===== src/hw/uacls_pkg.sv =====
// constants for the auto clear-to-send and line status uart slice
package uacls_pkg;
	localparam int ADDR_W = 32;
	localparam logic [31:0] ADDR_DATA = 32'he001_0000;
	localparam logic [31:0] ADDR_INT_ENABLE = 32'he001_0004;
	localparam logic [31:0] ADDR_MODEM_CONTROL = 32'he001_0010;
	localparam logic [31:0] ADDR_LINE_STATUS = 32'he001_0014;
	localparam logic [31:0] ADDR_MODEM_STATUS = 32'he001_0018;
	localparam logic [31:0] ADDR_FIFO_LEVEL = 32'he001_001c;
	localparam int IER_MODEM_BIT = 3;
	localparam int IER_CTS_BIT = 7;
	localparam int MCR_DTR_BIT = 0;
	localparam int MCR_RTS_BIT = 1;
	localparam int MCR_AUTO_CTS_BIT = 7;
	localparam int LSR_READY_BIT = 0;
	localparam int LSR_OVERRUN_BIT = 1;
	localparam int MSR_DCTS_BIT = 0;
	localparam int MSR_DDSR_BIT = 1;
	localparam int MSR_TERI_BIT = 2;
	localparam int MSR_DDCD_BIT = 3;
	localparam logic [7:0] IER_RESET = 8'h00;
	localparam logic [7:0] MCR_RESET = 8'h00;
	localparam logic [3:0] DELTA_RESET = 4'h0;
	localparam int BIT_CYCLES_DEFAULT = 16;
	localparam int FIFO_DEPTH_DEFAULT = 16;
	localparam int CHAR_BITS = 8;
	localparam int CNT_W = 16;
	localparam logic [1:0] FRAME_IDLE = 2'b00;
	localparam logic [1:0] FRAME_START = 2'b01;
	localparam logic [1:0] FRAME_DATA = 2'b10;
	localparam logic [1:0] FRAME_STOP = 2'b11;
	typedef enum logic [1:0] {
		UACLS_IDLE = FRAME_IDLE,
		UACLS_START = FRAME_START,
		UACLS_DATA = FRAME_DATA,
		UACLS_STOP = FRAME_STOP
	} uacls_frame_t;
endpackage


===== src/hw/uacls_if.sv =====
// internal carriers between the controller and the serial engines
`timescale 1ns/100ps
`default_nettype none
interface uacls_tx_if;
	logic valid;
	logic [7:0] data;
	logic permit;
	logic take;
	modport ctl (output valid, output data, output permit, input take);
	modport eng (input valid, input data, input permit, output take);
endinterface

interface uacls_rx_if;
	logic done;
	logic [7:0] data;
	modport ctl (input done, input data);
	modport eng (output done, output data);
endinterface
`default_nettype wire


===== src/hw/uacls_tx.sv =====
// serial transmitter engine, 8 data bits, one stop bit
`timescale 1ns/100ps
`default_nettype none
module uacls_tx #(
	parameter int BIT_CYCLES = uacls_pkg::BIT_CYCLES_DEFAULT
) (
	input wire logic clk_i,
	input wire logic resetn_i,
	uacls_tx_if.eng txp,
	output var logic tx_o
);
	localparam logic [15:0] BIT_LAST = 16'(BIT_CYCLES - 1);
	uacls_pkg::uacls_frame_t state_r;
	logic [15:0] cnt_r;
	logic [2:0] bitn_r;
	logic [7:0] shreg_r;
	logic take_r;
	logic bit_end;
	assign bit_end = (cnt_r == BIT_LAST);
	assign txp.take = take_r;

	always_ff @(posedge clk_i or negedge resetn_i) begin
		if (!resetn_i) begin
			state_r <= uacls_pkg::UACLS_IDLE;
			cnt_r <= 16'h0000;
			bitn_r <= 3'h0;
			shreg_r <= 8'h00;
			take_r <= 1'b0;
			tx_o <= 1'b1;
		end else begin
			take_r <= 1'b0;
			cnt_r <= bit_end ? 16'h0000 : cnt_r + 16'h0001;
			unique case (state_r)
				uacls_pkg::UACLS_IDLE: begin
					// line marks at 1 while nothing may start
					tx_o <= 1'b1;
					cnt_r <= 16'h0000;
					// level checked before every character, never mid-frame
					if (txp.valid && txp.permit && !take_r) begin
						take_r <= 1'b1;
						shreg_r <= txp.data;
						tx_o <= 1'b0;
						state_r <= uacls_pkg::UACLS_START;
					end
				end
				uacls_pkg::UACLS_START: begin
					if (bit_end) begin
						tx_o <= shreg_r[0];
						shreg_r <= {1'b0, shreg_r[7:1]};
						bitn_r <= 3'h0;
						state_r <= uacls_pkg::UACLS_DATA;
					end
				end
				uacls_pkg::UACLS_DATA: begin
					if (bit_end) begin
						if (bitn_r == 3'h7) begin
							tx_o <= 1'b1;
							state_r <= uacls_pkg::UACLS_STOP;
						end else begin
							tx_o <= shreg_r[0];
							shreg_r <= {1'b0, shreg_r[7:1]};
							bitn_r <= bitn_r + 3'h1;
						end
					end
				end
				uacls_pkg::UACLS_STOP: begin
					// character in progress always completes
					if (bit_end) begin
						state_r <= uacls_pkg::UACLS_IDLE;
					end
				end
			endcase
		end
	end
endmodule
`default_nettype wire


===== src/hw/uacls_rx.sv =====
// serial receiver engine, mid-bit sampling
`timescale 1ns/100ps
`default_nettype none
module uacls_rx #(
	parameter int BIT_CYCLES = uacls_pkg::BIT_CYCLES_DEFAULT
) (
	input wire logic clk_i,
	input wire logic resetn_i,
	input wire logic rx_i,
	uacls_rx_if.eng rxp
);
	localparam logic [15:0] BIT_LAST = 16'(BIT_CYCLES - 1);
	localparam logic [15:0] HALF_LAST = 16'(BIT_CYCLES / 2 - 1);
	uacls_pkg::uacls_frame_t state_r;
	logic [15:0] cnt_r;
	logic [2:0] bitn_r;
	logic [7:0] shreg_r;
	logic done_r;
	assign rxp.done = done_r;
	assign rxp.data = shreg_r;

	always_ff @(posedge clk_i or negedge resetn_i) begin
		if (!resetn_i) begin
			state_r <= uacls_pkg::UACLS_IDLE;
			cnt_r <= 16'h0000;
			bitn_r <= 3'h0;
			shreg_r <= 8'h00;
			done_r <= 1'b0;
		end else begin
			done_r <= 1'b0;
			cnt_r <= cnt_r + 16'h0001;
			unique case (state_r)
				uacls_pkg::UACLS_IDLE: begin
					cnt_r <= 16'h0000;
					if (!rx_i) begin
						state_r <= uacls_pkg::UACLS_START;
					end
				end
				uacls_pkg::UACLS_START: begin
					if (cnt_r == HALF_LAST) begin
						cnt_r <= 16'h0000;
						bitn_r <= 3'h0;
						// a glitch shorter than half a bit is not a start
						state_r <= rx_i ? uacls_pkg::UACLS_IDLE : uacls_pkg::UACLS_DATA;
					end
				end
				uacls_pkg::UACLS_DATA: begin
					if (cnt_r == BIT_LAST) begin
						cnt_r <= 16'h0000;
						shreg_r <= {rx_i, shreg_r[7:1]};
						bitn_r <= bitn_r + 3'h1;
						if (bitn_r == 3'h7) begin
							state_r <= uacls_pkg::UACLS_STOP;
						end
					end
				end
				uacls_pkg::UACLS_STOP: begin
					if (cnt_r == BIT_LAST) begin
						done_r <= 1'b1;
						state_r <= uacls_pkg::UACLS_IDLE;
					end
				end
			endcase
		end
	end
endmodule
`default_nettype wire


===== src/hw/uacls_top.sv =====
// uart slice: modem status interrupt, auto clear-to-send, line status
`timescale 1ns/100ps
`default_nettype none
//Contract
// - auto cts on: cts change interrupts only with cts enable; other deltas do whenever the modem interrupt enable is set
// - modem interrupt enable low gives no interrupt; auto cts off, delta cts interrupts
// - under flow control cts changes stay silent unless the cts enable allows
// - auto cts off: every queued character goes out regardless of cts
// - cts sampled before each character; remote releases before mid last stop bit
// - cts high: finish current character, then hold line at 1
// - cts low again: start bit then data of next queued character
// - line status is read-only; writes leave it unchanged
// - bit 0 is 1 while unread data waits, 0 when fifo empty, resets 0
// - bit 1 sets when a character completes into a full fifo, resets 0
// - a line status read clears the overrun flag unless an overrun sets in the same cycle
// - on overrun the fifo is kept and the new character dropped
module uacls_top #(
	parameter int BIT_CYCLES = uacls_pkg::BIT_CYCLES_DEFAULT,
	parameter int RX_DEPTH = uacls_pkg::FIFO_DEPTH_DEFAULT,
	parameter int TX_DEPTH = uacls_pkg::FIFO_DEPTH_DEFAULT
) (
	input wire logic clk_i,
	input wire logic resetn_i,
	input wire logic [31:0] addr_i,
	input wire logic [7:0] wdata_i,
	input wire logic wr_i,
	input wire logic rd_i,
	output var logic [7:0] rdata_o,
	input wire logic rx_i,
	output var logic tx_o,
	input wire logic clear_to_send_in_n_i,
	input wire logic dsr_n_i,
	input wire logic ri_n_i,
	input wire logic dcd_n_i,
	output var logic rts_n_o,
	output var logic dtr_n_o,
	output var logic modem_irq_o
);
	localparam int RX_AW = $clog2(RX_DEPTH);
	localparam int TX_AW = $clog2(TX_DEPTH);
	localparam logic [RX_AW:0] RX_FULL = (RX_AW + 1)'(RX_DEPTH);
	localparam logic [TX_AW:0] TX_FULL = (TX_AW + 1)'(TX_DEPTH);

	function automatic logic hit(input logic [31:0] a, input logic [31:0] off);
		hit = (a == off);
	endfunction

	uacls_tx_if txc();
	uacls_rx_if rxc();

	logic [7:0] interrupt_enable_reg_r;
	logic [7:0] modem_control_reg_r;
	logic [3:0] delta_r;
	logic [3:0] pins_prev_r;
	logic overrun_r;
	logic [7:0] rx_mem [RX_DEPTH];
	logic [7:0] tx_mem [TX_DEPTH];
	logic [RX_AW-1:0] rx_wp_r;
	logic [RX_AW-1:0] rx_rp_r;
	logic [RX_AW:0] rx_cnt_r;
	logic [TX_AW-1:0] tx_wp_r;
	logic [TX_AW-1:0] tx_rp_r;
	logic [TX_AW:0] tx_cnt_r;
	logic [7:0] rdata_nxt;
	logic [3:0] pins_now;
	logic [3:0] delta_set;
	logic auto_cts;
	logic rx_full;
	logic rx_empty;
	logic tx_full;
	logic rx_push;
	logic rx_pop;
	logic tx_push;
	logic tx_pop;
	logic lsr_read;
	logic msr_read;
	logic overrun_set;
	logic cts_irq_ok;
	logic irq_nxt;

	assign auto_cts = modem_control_reg_r[uacls_pkg::MCR_AUTO_CTS_BIT];
	assign rx_full = (rx_cnt_r == RX_FULL);
	assign rx_empty = (rx_cnt_r == '0);
	assign tx_full = (tx_cnt_r == TX_FULL);

	// pin levels seen as true when asserted (low on the wire)
	assign pins_now = {~dcd_n_i, ~ri_n_i, ~dsr_n_i, ~clear_to_send_in_n_i};

	uacls_tx #(
		.BIT_CYCLES(BIT_CYCLES)
	) u_tx (
		.clk_i(clk_i),
		.resetn_i(resetn_i),
		.txp(txc),
		.tx_o(tx_o)
	);

	uacls_rx #(
		.BIT_CYCLES(BIT_CYCLES)
	) u_rx (
		.clk_i(clk_i),
		.resetn_i(resetn_i),
		.rx_i(rx_i),
		.rxp(rxc)
	);

	// transmit queue head offered to the engine
	assign txc.valid = (tx_cnt_r != '0);
	assign txc.data = tx_mem[tx_rp_r];
	// without auto cts the level is ignored entirely
	assign txc.permit = !auto_cts || !clear_to_send_in_n_i;

	assign lsr_read = rd_i && hit(addr_i, uacls_pkg::ADDR_LINE_STATUS);
	assign msr_read = rd_i && hit(addr_i, uacls_pkg::ADDR_MODEM_STATUS);
	assign rx_pop = rd_i && hit(addr_i, uacls_pkg::ADDR_DATA) && !rx_empty;
	// full receive queue is left intact, new character dropped
	assign rx_push = rxc.done && !rx_full;
	assign overrun_set = rxc.done && rx_full;
	// writes to a full transmit queue are dropped
	assign tx_push = wr_i && hit(addr_i, uacls_pkg::ADDR_DATA) && !tx_full;
	assign tx_pop = txc.take;

	// delta detection: cts, dsr, dcd on any change; ring on its trailing edge
	always_comb begin
		delta_set = 4'h0;
		delta_set[uacls_pkg::MSR_DCTS_BIT] = pins_now[0] ^ pins_prev_r[0];
		delta_set[uacls_pkg::MSR_DDSR_BIT] = pins_now[1] ^ pins_prev_r[1];
		delta_set[uacls_pkg::MSR_TERI_BIT] = pins_prev_r[2] && !pins_now[2];
		delta_set[uacls_pkg::MSR_DDCD_BIT] = pins_now[3] ^ pins_prev_r[3];
	end

	always_ff @(posedge clk_i or negedge resetn_i) begin
		if (!resetn_i) begin
			pins_prev_r <= 4'h0;
		end else begin
			pins_prev_r <= pins_now;
		end
	end

	// delta flags: a new change beats the clearing read
	always_ff @(posedge clk_i or negedge resetn_i) begin
		if (!resetn_i) begin
			delta_r <= uacls_pkg::DELTA_RESET;
		end else if (msr_read) begin
			delta_r <= delta_set;
		end else begin
			delta_r <= delta_r | delta_set;
		end
	end

	// delta cts is still recorded under flow control, only its interrupt is gated
	assign cts_irq_ok = !auto_cts
		|| interrupt_enable_reg_r[uacls_pkg::IER_CTS_BIT];

	always_comb begin
		irq_nxt = 1'b0;
		if (interrupt_enable_reg_r[uacls_pkg::IER_MODEM_BIT]) begin
			irq_nxt = (delta_r[uacls_pkg::MSR_DCTS_BIT] && cts_irq_ok)
				|| delta_r[uacls_pkg::MSR_DDSR_BIT]
				|| delta_r[uacls_pkg::MSR_TERI_BIT]
				|| delta_r[uacls_pkg::MSR_DDCD_BIT];
		end
	end

	always_ff @(posedge clk_i or negedge resetn_i) begin
		if (!resetn_i) begin
			modem_irq_o <= 1'b0;
		end else begin
			modem_irq_o <= irq_nxt;
		end
	end

	always_ff @(posedge clk_i or negedge resetn_i) begin
		if (!resetn_i) begin
			interrupt_enable_reg_r <= uacls_pkg::IER_RESET;
		end else if (wr_i && hit(addr_i, uacls_pkg::ADDR_INT_ENABLE)) begin
			interrupt_enable_reg_r <= wdata_i;
		end
	end

	always_ff @(posedge clk_i or negedge resetn_i) begin
		if (!resetn_i) begin
			modem_control_reg_r <= uacls_pkg::MCR_RESET;
		end else if (wr_i && hit(addr_i, uacls_pkg::ADDR_MODEM_CONTROL)) begin
			modem_control_reg_r <= wdata_i;
		end
	end

	always_ff @(posedge clk_i or negedge resetn_i) begin
		if (!resetn_i) begin
			rts_n_o <= 1'b1;
			dtr_n_o <= 1'b1;
		end else begin
			rts_n_o <= !modem_control_reg_r[uacls_pkg::MCR_RTS_BIT];
			dtr_n_o <= !modem_control_reg_r[uacls_pkg::MCR_DTR_BIT];
		end
	end

	// overrun: a set in the same cycle as the clearing read wins
	always_ff @(posedge clk_i or negedge resetn_i) begin
		if (!resetn_i) begin
			overrun_r <= 1'b0;
		end else if (overrun_set) begin
			overrun_r <= 1'b1;
		end else if (lsr_read) begin
			overrun_r <= 1'b0;
		end
	end

	// receive queue
	always_ff @(posedge clk_i) begin
		if (rx_push) begin
			rx_mem[rx_wp_r] <= rxc.data;
		end
	end

	always_ff @(posedge clk_i or negedge resetn_i) begin
		if (!resetn_i) begin
			rx_wp_r <= '0;
			rx_rp_r <= '0;
			rx_cnt_r <= '0;
		end else begin
			if (rx_push) begin
				rx_wp_r <= (rx_wp_r == RX_AW'(RX_DEPTH - 1)) ? '0 : rx_wp_r + 1'b1;
			end
			if (rx_pop) begin
				rx_rp_r <= (rx_rp_r == RX_AW'(RX_DEPTH - 1)) ? '0 : rx_rp_r + 1'b1;
			end
			if (rx_push && !rx_pop) begin
				rx_cnt_r <= rx_cnt_r + 1'b1;
			end else if (rx_pop && !rx_push) begin
				rx_cnt_r <= rx_cnt_r - 1'b1;
			end
		end
	end

	// transmit queue
	always_ff @(posedge clk_i) begin
		if (tx_push) begin
			tx_mem[tx_wp_r] <= wdata_i;
		end
	end

	always_ff @(posedge clk_i or negedge resetn_i) begin
		if (!resetn_i) begin
			tx_wp_r <= '0;
			tx_rp_r <= '0;
			tx_cnt_r <= '0;
		end else begin
			if (tx_push) begin
				tx_wp_r <= (tx_wp_r == TX_AW'(TX_DEPTH - 1)) ? '0 : tx_wp_r + 1'b1;
			end
			if (tx_pop) begin
				tx_rp_r <= (tx_rp_r == TX_AW'(TX_DEPTH - 1)) ? '0 : tx_rp_r + 1'b1;
			end
			if (tx_push && !tx_pop) begin
				tx_cnt_r <= tx_cnt_r + 1'b1;
			end else if (tx_pop && !tx_push) begin
				tx_cnt_r <= tx_cnt_r - 1'b1;
			end
		end
	end

	// read mux; line status has no write path at all
	always_comb begin
		rdata_nxt = 8'h00;
		if (hit(addr_i, uacls_pkg::ADDR_DATA)) begin
			rdata_nxt = rx_empty ? 8'h00 : rx_mem[rx_rp_r];
		end else if (hit(addr_i, uacls_pkg::ADDR_INT_ENABLE)) begin
			rdata_nxt = interrupt_enable_reg_r;
		end else if (hit(addr_i, uacls_pkg::ADDR_MODEM_CONTROL)) begin
			rdata_nxt = modem_control_reg_r;
		end else if (hit(addr_i, uacls_pkg::ADDR_LINE_STATUS)) begin
			rdata_nxt[uacls_pkg::LSR_READY_BIT] = !rx_empty;
			rdata_nxt[uacls_pkg::LSR_OVERRUN_BIT] = overrun_r;
		end else if (hit(addr_i, uacls_pkg::ADDR_MODEM_STATUS)) begin
			rdata_nxt = {pins_now, delta_r};
		end else if (hit(addr_i, uacls_pkg::ADDR_FIFO_LEVEL)) begin
			rdata_nxt = {4'(tx_cnt_r), 4'(rx_cnt_r)};
		end
	end

	always_ff @(posedge clk_i or negedge resetn_i) begin
		if (!resetn_i) begin
			rdata_o <= 8'h00;
		end else if (rd_i) begin
			rdata_o <= rdata_nxt;
		end else begin
			rdata_o <= 8'h00;
		end
	end
endmodule
`default_nettype wire


===== config.mk =====
export PLATFORM = sky130hd
export DESIGN_NAME = uacls_top
export DESIGN_NICKNAME = d
export VERILOG_FILES = /design/src/hw/uacls_pkg.sv /design/src/hw/uacls_if.sv /design/src/hw/uacls_tx.sv /design/src/hw/uacls_rx.sv /design/src/hw/uacls_top.sv
export SDC_FILE = /design/constraint.sdc
export NUM_CORES = 1
export LEC_CHECK = 0
export ABC_AREA = 1
export BUFFER_PORTS_ARGS = -buffer_cell sky130_fd_sc_hd__buf_2
export CORE_UTILIZATION = 55
export DETAILED_ROUTE_END_ITERATION = 12
export PLACE_DENSITY = 0.71
export SKIP_LAST_GASP = 1
export SLEW_MARGIN = 20
export SYNTH_ARGS = -nofsm -noshare
export SYNTH_HDL_FRONTEND = slang
export SYNTH_SLANG_ARGS = --single-unit

===== constraint.sdc =====
create_clock -name clk_i -period 2.7 [get_ports clk_i]
set_input_delay 0.135 -clock clk_i [delete_from_list [all_inputs] [get_ports clk_i]]
set_output_delay 0.135 -clock clk_i [all_outputs]
set_load 0.03 [all_outputs]

==> run_results.csv, run 1 <==
group,metric,value,unit
outcome,status,"finished clean",
cells_and_area,drive_above_1_share,13.7,%
sta,timing.setup.tns,0,ns
clocking,clk_latency,0.53,ns
synthesis,synth_edf_count,256,
synthesis,synth_nets,1669,
critical_path,critPathKind,"flop to flop",
routing,dr.pass1.iters,5,
global_route,grt_usage,24.2,%
sta,drv_slew,0,
floorplanning,num_rows,63,
worst_hold_path,min_path_type,"input port to flop",
cells_and_area,final_cell_mix,"256 x edfxtp_1, 251 x nand2_1, 221 x nor2_1, 166 x o21ai_0, 152 x inv_1",
sta,setup_viol,0,
sta,max_freq,401,MHz
synthesis,async_flop_share,32.5,%
pwr,switching_share,23.8,%
global_route,antenna_found_initial,1,
global_route,grt_pass1_wl,58.5,mm
critical_path,cp_slowest_stage_delay,0.41,ns
flow_run,cap_violations,0,
pwr,power,13.1,mW
synthesis,synth_area_leaders,"edfxtp_1 46%, dfrtp_1 18%, nand2_1 5.6%, nor2_1 5.0%, o21ai_0 5.0%",
synthesis,syn_area_per_cell,10.6,sq um
sta,grt_setup_unrepaired,"no",
floorplanning,fp.dieH,176,um
floorplanning,die_width,176,um
placed_design,gp_congestion,0.870,
routing,routed_wl,36.8,mm
placed_design,place_inst,2032,
critical_path,cp.arrival,2.90,ns
placed_design,port_buffers,60,
sta,fin_ws,0.207,ns
pwr,p_leak,7.71,nW
global_route,grt-ovfl-total,0,
cells_and_area,final_cell_count_no_fill,2112,
synthesis,ys_seq_area_share,64.4,%
critical_path,path_delay_family,"simple AND/OR/NAND/NOR gates",
critical_path,critPathLaunchType,"flop",
critical_path,worstPathCellList,"nor2_1 > nand3_1 > nor2_2 > inv_1 > nand2_1 > nor2_4 > inv_1 > ha_1 > inv_2 > fa_1 > a21oi_1 > nor2_1 > nor2_1 > nand2_1 > nand2_1 > nor2_1 > xor2_1",
critical_path,cp_max_fo,4,
synthesis,synthCells,1584,
clocking,path_clk_slew,0.06,ns
synthesis,synth_top_area_cell,"edfxtp_1",
routing,drtIter0Drc,1096,
pwr,p_clk_share,41.7,%
floorplanning,die_area,31100,sq um
pwr,pwr-share-comb,9.4,%
routing,viasPerCell,5.56,
clocking,clk_path_buf_depth,3,
placed_design,post-place-ws,0.125,ns
pwr,p_int,9.98,mW
critical_path,cp.required,3.11,ns
synthesis,yosys_warnings,0,
floorplanning,core-area,29800,sq um
pwr,p_sw,3.11,mW
cells_and_area,num_antenna_cells,0,
clocking,clock-root-buffer,"clkbuf_16",
pwr,vdd_drop_max,474,uV
cells_and_area,finalNetCount,1776,
sta,worst_slew_pin_slew,0.815,ns
synthesis,synth_seq_cells,379,
sta,relSlewSlack,45.5,%
placed_design,place.detailed.hpwl,23.8,mm
cells_and_area,final_common_cell,"edfxtp_1",
floorplanning,initial_utilization,56.1,%
sta,period_share,92.3,%
critical_path,crit_top_cell,"nor2_1",
synthesis,synth_top_area_share,46.0,%
global_route,grt_max_degree,81,
pwr,seq_power_share,49.0,%
synthesis,synthesis.area,16700,sq um
critical_path,cp_slowest_cell,"fa_1",
global_route,grt_pass1_vias,11161,
clocking,numCtsBuffers,39,
critical_path,cp-end-kind,"flop",
critical_path,crit_buf_inv,3,
clocking,cts.htree.levels,2,
routing,ant_nets,0,
routing,drc,0,
cells_and_area,post-route-util,64.2,%
sta,finalHoldViolations,0,
pwr,power.density,685,nW/um^2
routing,vias,11750,
cells_and_area,area_growth,14.3,%
sta,period_minus_slack,2.49,ns
synthesis,ys.flop_type,"edfxtp_1",
clocking,cts_tree,"yes",
floorplanning,io_pins,61,
sta,fin_skew,0.0115,ns
clocking,cts_sinks,379,
routing,wl_per_cell,17.4,um
synthesis,synth_cell_types,45,
-- Yosys cell counts, drive strengths merged (26+ instances only) --
cell type	count
nand2	259
edfxtp	256
nor2	233
o21ai	192
inv	163
dfrtp	120
nand3	88
a21oi	45
ha	34
o22ai	30
buf	28
o211ai	28
clkbuf	26
-- through the flow --
| step | area, sq um | hold WS (ns) |
|---|---|---|
| 2_1_floorplan | 16700 | -0.161 |
| 3_3_place_gp | 17700 | 0.104 |
| 3_5_place_dp | 17700 | 0.110 |
| 4_1_cts | 19100 | 0.00994 |
| 5_1_grt | 19100 | 0.0270 |
| 6_report | 19100 | 0.0338 |
-- registers in the layout, summed over array words and instances (netlist names), 2 cells and up, named ones only --
name	flops
interrupt_enable_reg_r	8
rx_wp_r	4
tx_cnt_r	5
tx_mem	128
rx_rp_r	4
u_rx.cnt_r	16
rx_mem	128
delta_r	4
u_tx.cnt_r	16
u_tx.shreg_r	8
tx_rp_r	4
rdata_o	8
modem_control_reg_r	8
rx_cnt_r	5
u_tx.state_r	2
u_tx.bitn_r	3
tx_wp_r	4
u_rx.bitn_r	3
pins_prev_r	4
u_rx.rxp.data	8
-- path summary, 6_finish.rpt --
| kind | to | start | slack, ns | depth (start not counted) |
|---|---|---|---|---|
| worst max-delay path | rx_cnt_r[4]$_DFFE_PN0P_ | rx_cnt_r[0]$_DFFE_PN0P_ | 0.21 | 17 |
| max in group asynchronous | dtr_n_o$_DFF_PN1_ | resetn_i | 1.79 | 3 |
| worst min-delay path | tx_mem[8][0]$_DFFE_PP_ | wdata_i[0] | 0.03 | 1 |
| worst max register to register | rx_cnt_r[4]$_DFFE_PN0P_ | rx_cnt_r[0]$_DFFE_PN0P_ | 0.21 | 17 |
| min in group asynchronous | modem_irq_o$_DFF_PN0_ | resetn_i | 0.10 | 2 |
| worst min register to register | rts_n_o$_DFF_PN1_ | modem_control_reg_r[1]$_DFFE_PN0P_ | 0.44 | 1 |
-- cell families (layout without fill, tap and decap cells) --
logic type	count (synthesis)	count (layout)	share of synthesized area, %
mux	7	7	0.471
xor+xnor	17	17	0.890
compound gates	316	316	10.6
buf+inv	218	356	5.25
fa+ha+maj	36	36	2.78
flops	379	379	64.4
simple gates	611	611	15.6
-- power by group through the flow --
| stage | Combinational [mW] | Sequential, mW | Clock (mW) |
|---|---|---|---|
| 6_report | 1.22 | 6.41 | 5.46 |
| 4_1_cts | 1.23 | 6.41 | 5.55 |
| 2_1_floorplan | 0.815 | 6.52 | 0 |
| 3_5_place_dp | 1.20 | 6.52 | 0 |
| 5_1_grt | 1.38 | 6.43 | 5.78 |
| 3_3_place_gp | 1.17 | 6.52 | 0 |
-- worst reg2reg max path: stages (launching register included) --
cell	delay [ns]
dfrtp_1	0.37
nor2_1	0.14
nand3_1	0.12
nor2_2	0.14
inv_1	0.06
nand2_1	0.13
nor2_4	0.06
inv_1	0.05
ha_1	0.19
inv_2	0.08
fa_1	0.41
a21oi_1	0.16
nor2_1	0.05
nor2_1	0.11
nand2_1	0.06
nand2_1	0.06
nor2_1	0.05
xor2_1	0.13
-- area by class of cell --
class	count	area [sq um]
sequential	379	10800
multi-input combinational	987	5100
inverter	164	616
fill	2238	10700
tap	390	488
timing repair buffer	120	821
clock buffer	57	1160
clock inverter	15	170
-- layer usage --
metal | global-route usage, % | up-vias | part of all wire (%)
met5 | 0 | - | 0
li1 | - | 5649 | -
met3 | 3.55 | 48 | 7.1
met4 | 6.39 | 0 | 1.7
met1 | 34.8 | 5647 | 44
met2 | 38.6 | 406 | 47
-- repair_timing --
item	in CTS	in global routing
hold endpoints to repair	69	0
setup endpoints to repair	0	4
setup buffers	0	1
hold buffers	7	0
resized for setup	0	4
Note: power is estimated with default switching activity, not from simulation.
==> run 2, diff against run 1 <==
--- a/config.mk
+++ b/config.mk
@@ -7,6 +7,8 @@
 export LEC_CHECK = 0
 export ABC_AREA = 1
 export BUFFER_PORTS_ARGS = -buffer_cell sky130_fd_sc_hd__buf_2
+export CORE_ASPECT_RATIO = 0.75
+export CORE_MARGIN = 8
 export CORE_UTILIZATION = 55
 export DETAILED_ROUTE_END_ITERATION = 12
 export PLACE_DENSITY = 0.71
==> run 2 against run 1 <==
- utilization down 1.0 points
- hold slack worse by 0.014 ns
- wire length up 2.8%
- worst setup slack worse by 0.029 ns
- clock power down 11%
- sequential share of layout area up 0.40 points
- clock-buffer cell count down 6
- cell area down 0.67%
- final cell count up 0.33%
- fmax down 1.1%
- critical endpoint is now rx_cnt_r[3]$_DFFE_PN0P_
==> run_results.csv, run 2 (synthesized netlist as in run 1, its figures left out) <==
group,metric,value,unit
floorplanning,fp.dieH,167,um
pwr,p_clk_share,38.7,%
routing,drc,0,
clocking,numCtsBuffers,37,
placed_design,gp_congestion,0.926,
routing,ant_nets,0,
critical_path,cp_slowest_stage_delay,0.38,ns
cells_and_area,final_cell_mix,"256 x edfxtp_1, 249 x nand2_1, 220 x nor2_1, 166 x o21ai_0, 153 x inv_1",
cells_and_area,fin_area,19000,sq um
sta,period_minus_slack,2.52,ns
cells_and_area,drive_above_1_share,13.6,%
critical_path,cp_slowest_cell,"dfrtp_1",
worst_hold_path,min_path_type,"input port to flop",
critical_path,regToRegEndpoint,"rx_cnt_r[3]$_DFFE_PN0P_",
floorplanning,num_rows,55,
sta,max_freq,397,MHz
global_route,grt_usage,20.8,%
cells_and_area,reg_top3,"rx_mem: 128 flops, tx_mem: 128 flops",
critical_path,cp.arrival,2.97,ns
critical_path,r2r_slack,0.18,ns
global_route,grt-ovfl-total,0,
critical_path,crit_top_cell,"inv_1",
cells_and_area,final_common_cell,"edfxtp_1",
global_route,grt_max_degree,66,
routing,dr.pass1.iters,5,
clocking,clk_latency,0.53,ns
critical_path,path_delay_family,"compound AO/OA/AOI/OAI gates",
pwr,p_leak,7.63,nW
outcome,status,"finished clean",
flow_run,cap_violations,0,
cells_and_area,final_cell_count_no_fill,2119,
cells_and_area,fill_cells,2313,
clocking,cts.htree.levels,2,
floorplanning,core-area,30100,sq um
global_route,use_met3,5.03,%
critical_path,crit_buf_inv,5,
global_route,use_met1,31.5,%
sta,fin_skew,0.0183,ns
critical_path,critPathKind,"flop to flop",
placed_design,place.detailed.hpwl,25.6,mm
sta,grt_setup_unrepaired,"yes",
critical_path,reg2reg_depth,15,
pwr,vdd_drop_max,559,uV
sta,period_share,93.4,%
global_route,use_met2,29.6,%
pwr,p_int,9.44,mW
clocking,path_clk_slew,0.06,ns
routing,drtIter0Drc,1093,
pwr,pwr-share-comb,9.9,%
placed_design,port_buffers,60,
clocking,cts_sinks,379,
routing,routed_wl,37.8,mm
sta,timing.setup.tns,0,ns
sta,relSlewSlack,46.6,%
floorplanning,die_width,217,um
clocking,cts_tree,"yes",
critical_path,timing.rr.start,"rx_cnt_r[3]$_DFFE_PN0P_",
routing,viasPerCell,5.54,
pwr,power.density,659,nW/um^2
clocking,clock-root-buffer,"clkbuf_16",
critical_path,worstPathCellList,"inv_1 > nand3_2 > nor2_2 > inv_1 > nand2_1 > inv_2 > ha_1 > inv_1 > ha_1 > a21o_1 > a21oi_1 > inv_1 > o21ai_0 > a21oi_1 > a21oi_1",
sta,worst_slew_pin_slew,0.797,ns
worst_hold_path,hold-path-endpoint,"tx_mem[6][4]$_DFFE_PP_",
sta,drv_slew,0,
placed_design,placed_area,17700,sq um
global_route,antenna_found_initial,0,
critical_path,cp.required,3.15,ns
global_route,grt_pass1_wl,60.5,mm
worst_hold_path,whs_path_depth,1,
sta,finalHoldViolations,0,
routing,vias,11749,
floorplanning,initial_utilization,55.6,%
pwr,seq_power_share,51.4,%
pwr,switching_share,24.5,%
critical_path,critPathLaunchType,"flop",
pwr,p_sw,3.07,mW
pwr,power,12.5,mW
floorplanning,die_area,36300,sq um
sta,setup_viol,0,
cells_and_area,area_growth,13.5,%
clocking,clk_path_buf_depth,3,
global_route,grt_pass1_vias,11277,
worst_hold_path,holdCritStartpoint,"wdata_i[4]",
placed_design,place_inst,2044,
routing,wl_per_cell,17.8,um
critical_path,cp-end-kind,"flop",
floorplanning,io_pins,61,
cells_and_area,finalNetCount,1777,
global_route,top_usage_layer,"met1",
critical_path,cp_max_fo,9,
cells_and_area,num_antenna_cells,0,
[run 2: cell count changes in the layout (fill, tap and decap cells not counted), moves of 2 or more]
cell / previous run / this run
clkinv_1: 1 / 6
clkbuf_16: 41 / 37
clkbuf_8: 7 / 3
clkinv_2: 8 / 5
buf_4: 50 / 52
bufinv_16: 3 / 1
clkbuf_1: 9 / 11
dfrtp_1: 118 / 116
dfrtp_2: 2 / 4
inv_6: 1 / 3
nand2_1: 251 / 249
nand2_2: 7 / 9
[run 2: worst register-to-register path, cell delays in order, from the launching register on]
cell and delay, ns:
dfrtp_1 0.38, inv_1 0.13, nand3_2 0.13, nor2_2 0.11
inv_1 0.04, nand2_1 0.13, inv_2 0.11, ha_1 0.24
inv_1 0.15, ha_1 0.26, a21o_1 0.18, a21oi_1 0.12
inv_1 0.07, o21ai_0 0.21, a21oi_1 0.06, a21oi_1 0.12
[run 2: power groups by stage]
stage          Sequential, mW  Clock (mW)  Combinational (mW)
2_1_floorplan            6.52           0               0.815
3_3_place_gp             6.54           0                1.19
3_5_place_dp             6.54           0                1.22
4_1_cts                  6.42        4.91                1.23
5_1_grt                  6.45        5.14                1.42
6_report                 6.43        4.84                1.24
[run 2: final cells by class]
cell class,instances,area (sq um),area share (%)
clock inverters,16,116,0.613
multi-input cells,987,5120,27.0
inverters,164,616,3.24
clock buffers,51,1010,5.31
well taps,399,499,2.63
flip-flops and latches,379,10800,56.7
repair buffers,123,856,4.51
[run 2: metrics by stage]
step	hold WS, ns	util (%)	setup WS [ns]
floorplan	-0.161	-	0.317
global placement	0.248	59.0	0.182
detailed placement	0.247	59.0	-0.0170
CTS	0.000624	63.0	0.0340
global route	0.0206	63.1	-0.0301
finish	0.0199	63.1	0.178
[run 2: what timing repair did]
action	in CTS	in global routing
resized for setup	1	11
endpoints found under the setup margin	1	4
endpoints found under the hold margin	62	0
pin swaps	0	2
buffers inserted	0	1
hold buffers	7	0
[run 2: worst max path at each step]
stage                            startpoint                       to  slack [ns]  cells past startpoint
floorplan           rx_cnt_r[0]$_DFFE_PN0P_  rx_cnt_r[4]$_DFFE_PN0P_        0.32                     17
global placement                 addr_i[23]  tx_cnt_r[4]$_DFFE_PN0P_        0.18                     20
detailed placement               addr_i[17]  rx_cnt_r[4]$_DFFE_PN0P_       -0.02                     21
CTS                 rx_cnt_r[3]$_DFFE_PN0P_  rx_cnt_r[4]$_DFFE_PN0P_        0.03                     17
global route        rx_cnt_r[3]$_DFFE_PN0P_  rx_cnt_r[4]$_DFFE_PN0P_       -0.03                     16
finish              rx_cnt_r[3]$_DFFE_PN0P_  rx_cnt_r[3]$_DFFE_PN0P_        0.18                     15
[run 2: metal layers]
metal  part of all wire [%]  wire length, um
met1                     46            17600
met2                     42            15800
met3                    9.8             3690
met4                    2.1              787
met5                      0                0
==> run 3, diff against run 2 <==
--- a/config.mk
+++ b/config.mk
@@ -5,7 +5,6 @@
 export SDC_FILE = /design/constraint.sdc
 export NUM_CORES = 1
 export LEC_CHECK = 0
-export ABC_AREA = 1
 export BUFFER_PORTS_ARGS = -buffer_cell sky130_fd_sc_hd__buf_2
 export CORE_ASPECT_RATIO = 0.75
 export CORE_MARGIN = 8
==> run 3 against run 2 <==
- area after synthesis fell by 2.5%
- utilization rose by 0.86 points
- combinational power fell by 65%
- via count fell by 20%
- register-to-register slack got worse by 0.12 ns
- clock skew fell by 0.0047 ns
- global-route usage fell by 1.2 points
- total power fell by 7.7%
- largest cell class unchanged
==> run_results.csv, run 3 <==
group,metric,value,unit
floorplanning,core-area,29100,sq um
synthesis,synth_top_area_share,47.1,%
sta,finalHoldViolations,0,
clocking,cts_tree,"yes",
pwr,power.density,620,nW/um^2
critical_path,cp.required,3.11,ns
synthesis,synthesis.area,16300,sq um
synthesis,synthTopCellsByCount,"256 x edfxtp_1, 120 x dfrtp_1, 71 x nor2_1, 63 x nand2_1, 56 x mux4_2",
global_route,grt_pass1_wl,54.2,mm
cells_and_area,post-route-util,64.0,%
critical_path,critPathKind,"flop to flop",
sta,max_freq,379,MHz
routing,routed_wl,34.6,mm
cells_and_area,reg_top3,"rx_mem: 128 flops, tx_mem: 128 flops",
synthesis,ys.flop_type,"edfxtp_1",
sta,fin_skew,0.0136,ns
floorplanning,initial_utilization,56.0,%
global_route,antenna_found_initial,0,
pwr,power,11.6,mW
placed_design,place.detailed.hpwl,23.6,mm
clocking,path_clk_slew,0.07,ns
routing,vias,9418,
sta,drv_slew,0,
clocking,cts_sinks,379,
critical_path,critPathLaunchType,"flop",
synthesis,syn_area_per_cell,15.4,sq um
critical_path,cp-end-kind,"flop",
critical_path,cp_max_fo,4,
clocking,clk_latency,0.53,ns
routing,wl_per_cell,21.6,um
sta,worst_slew_pin_slew,0.996,ns
outcome,status,"finished clean",
sta,relSlewSlack,33.3,%
pwr,p_leak,7.08,nW
floorplanning,fp.dieH,165,um
placed_design,port_buffers,60,
routing,viasPerCell,5.89,
cells_and_area,finalNetCount,1264,
synthesis,synth_cell_types,68,
synthesis,synth_fa_ha_area_share,2.85,%
synthesis,async_flop_share,32.5,%
clocking,cts_setup_buffers,0,
floorplanning,die_area,35500,sq um
synthesis,synth_simple_gate_area_share,8.13,%
global_route,grt-ovfl-total,0,
sta,period_minus_slack,2.64,ns
global_route,grt_max_degree,73,
synthesis,synth_nets,1147,
cells_and_area,final_cell_mix,"256 x edfxtp_1, 117 x dfrtp_1, 71 x nor2_1, 63 x nand2_1, 59 x buf_2",
clocking,clock-root-buffer,"clkbuf_16",
cells_and_area,final_common_cell,"edfxtp_1",
cells_and_area,num_antenna_cells,0,
floorplanning,num_rows,54,
synthesis,yosys_warnings,0,
routing,drc,0,
cells_and_area,fill_cells,2068,
sta,setup_viol,0,
floorplanning,die_width,215,um
synthesis,synth_area_leaders,"edfxtp_1 47%, dfrtp_1 18%, mux4_2 7.7%, mux2_2 3.6%, ha_1 2.6%",
clocking,clk_path_buf_depth,3,
synthesis,synth_mux_area_share,12.4,%
routing,dr.pass1.iters,5,
pwr,vdd_drop_max,372,uV
routing,ant_nets,0,
synthesis,ys_seq_area_share,66.0,%
critical_path,cp.arrival,3.05,ns
synthesis,synth-compound-area-share,6.14,%
clocking,numCtsBuffers,36,
global_route,grt_pass1_vias,9354,
sta,period_share,97.7,%
flow_run,cap_violations,0,
cells_and_area,area_growth,14.3,%
synthesis,synth.most_common_cell,"edfxtp_1",
routing,drtIter0Drc,893,
synthesis,synth_top_area_cell,"edfxtp_1",
synthesis,synth_xor_area_share,2.36,%
clocking,cts.htree.levels,2,
global_route,grt_usage,19.7,%
cells_and_area,drive_above_1_share,25.0,%
synthesis,synth_top_family_by_area,"multiplexers",
synthesis,synth_seq_cells,379,
worst_hold_path,min_path_type,"input port to flop",
synthesis,synth_edf_count,256,
synthesis,synthCells,1062,
sta,grt_setup_unrepaired,"yes",
floorplanning,io_pins,61,
critical_path,r2r_slack,0.06,ns
placed_design,gp_congestion,0.842,
run 3: cell types whose count changed in the layout (fill, tap and decap cells not counted), sizes merged, moves of 29 or more:
cell	change
a22oi	+29
inv	-127
mux2	+45
mux4	+56
nand2	-195
nand3	-72
nor2	-162
o21ai	-162
run 3: report_power, final:
group,total [mW],internal [mW],leakage [nW],switching [mW]
Clock,4.86,2.76,0.547,2.10
Combinational,0.435,0.150,2.54,0.285
Sequential,6.25,6.22,3.99,0.0363
Total,11.6,9.13,7.08,2.42
run 3: repair_timing:
item                       4_1_cts  5_1_grt
setup endpoints to repair        0        4
hold buffers                     8        0
resized for setup                0        2
hold endpoints to repair        82        0
run 3: per-layer routing:
metal	share of wire [%]	track usage [%]	wire length [um]
met3	7.4	3.51	2550
met5	0	0	0
met4	1.7	5.01	592
met2	44	29.4	15300
met1	47	29.8	16100
run 3: final cells by class:
class	instances	area (sq um)	share of cell area (%)
repair buffers	127	867	4.65
clock inverters	15	135	0.725
well taps	392	490	2.63
multi-input cells	599	5250	28.2
clock buffers	50	985	5.28
inverters	36	135	0.725
flip-flops and latches	379	10800	57.8
run 3: final timing paths:
kind | startpoint | cells past startpoint | end
max reg2reg | rx_cnt_r[0]$_DFFE_PN0P_ | 11 | rx_cnt_r[4]$_DFFE_PN0P_
min | wdata_i[7] | 1 | tx_mem[12][7]$_DFFE_PP_
min reg2reg | u_tx.cnt_r[0]$_DFF_PN0_ | 1 | u_tx.cnt_r[0]$_DFF_PN0_
max in group asynchronous | resetn_i | 3 | dtr_n_o$_DFF_PN1_
min in group asynchronous | resetn_i | 2 | u_tx.cnt_r[5]$_DFF_PN0_
max | rx_cnt_r[0]$_DFFE_PN0P_ | 11 | rx_cnt_r[4]$_DFFE_PN0P_
run 3: kinds of logic after synthesis:
logic type | Yosys count
xor+xnor | 44
simple gates | 253
compound gates | 141
flops | 379
buf+inv | 84
fa+ha+maj | 36
mux | 125
run 3: worst max-delay path, cell delays in order (launching register included):
cell,delay (ns)
dfrtp_2,0.40
or4_4,0.55
o21a_1,0.22
nand3_2,0.10
ha_4,0.14
inv_1,0.09
fa_2,0.35
a21o_1,0.20
a21oi_2,0.14
xnor2_1,0.12
nor2_1,0.07
xor2_1,0.14
run 3: metrics by stage:
step                TNS (ns)  cell area (sq um)  cells  hold slack [ns]  setup WS, ns
global route         -0.0520              18600   1598           0.0210       -0.0520
detailed placement    -0.576              17400   1525            0.203        -0.201
finish                     0              18600   1598           0.0281        0.0621
floorplan                  0              16400   1062           -0.161        0.0151
CTS                        0              18600   1598          0.00783        0.0340
global placement      -0.404              17400   1525            0.202        -0.165
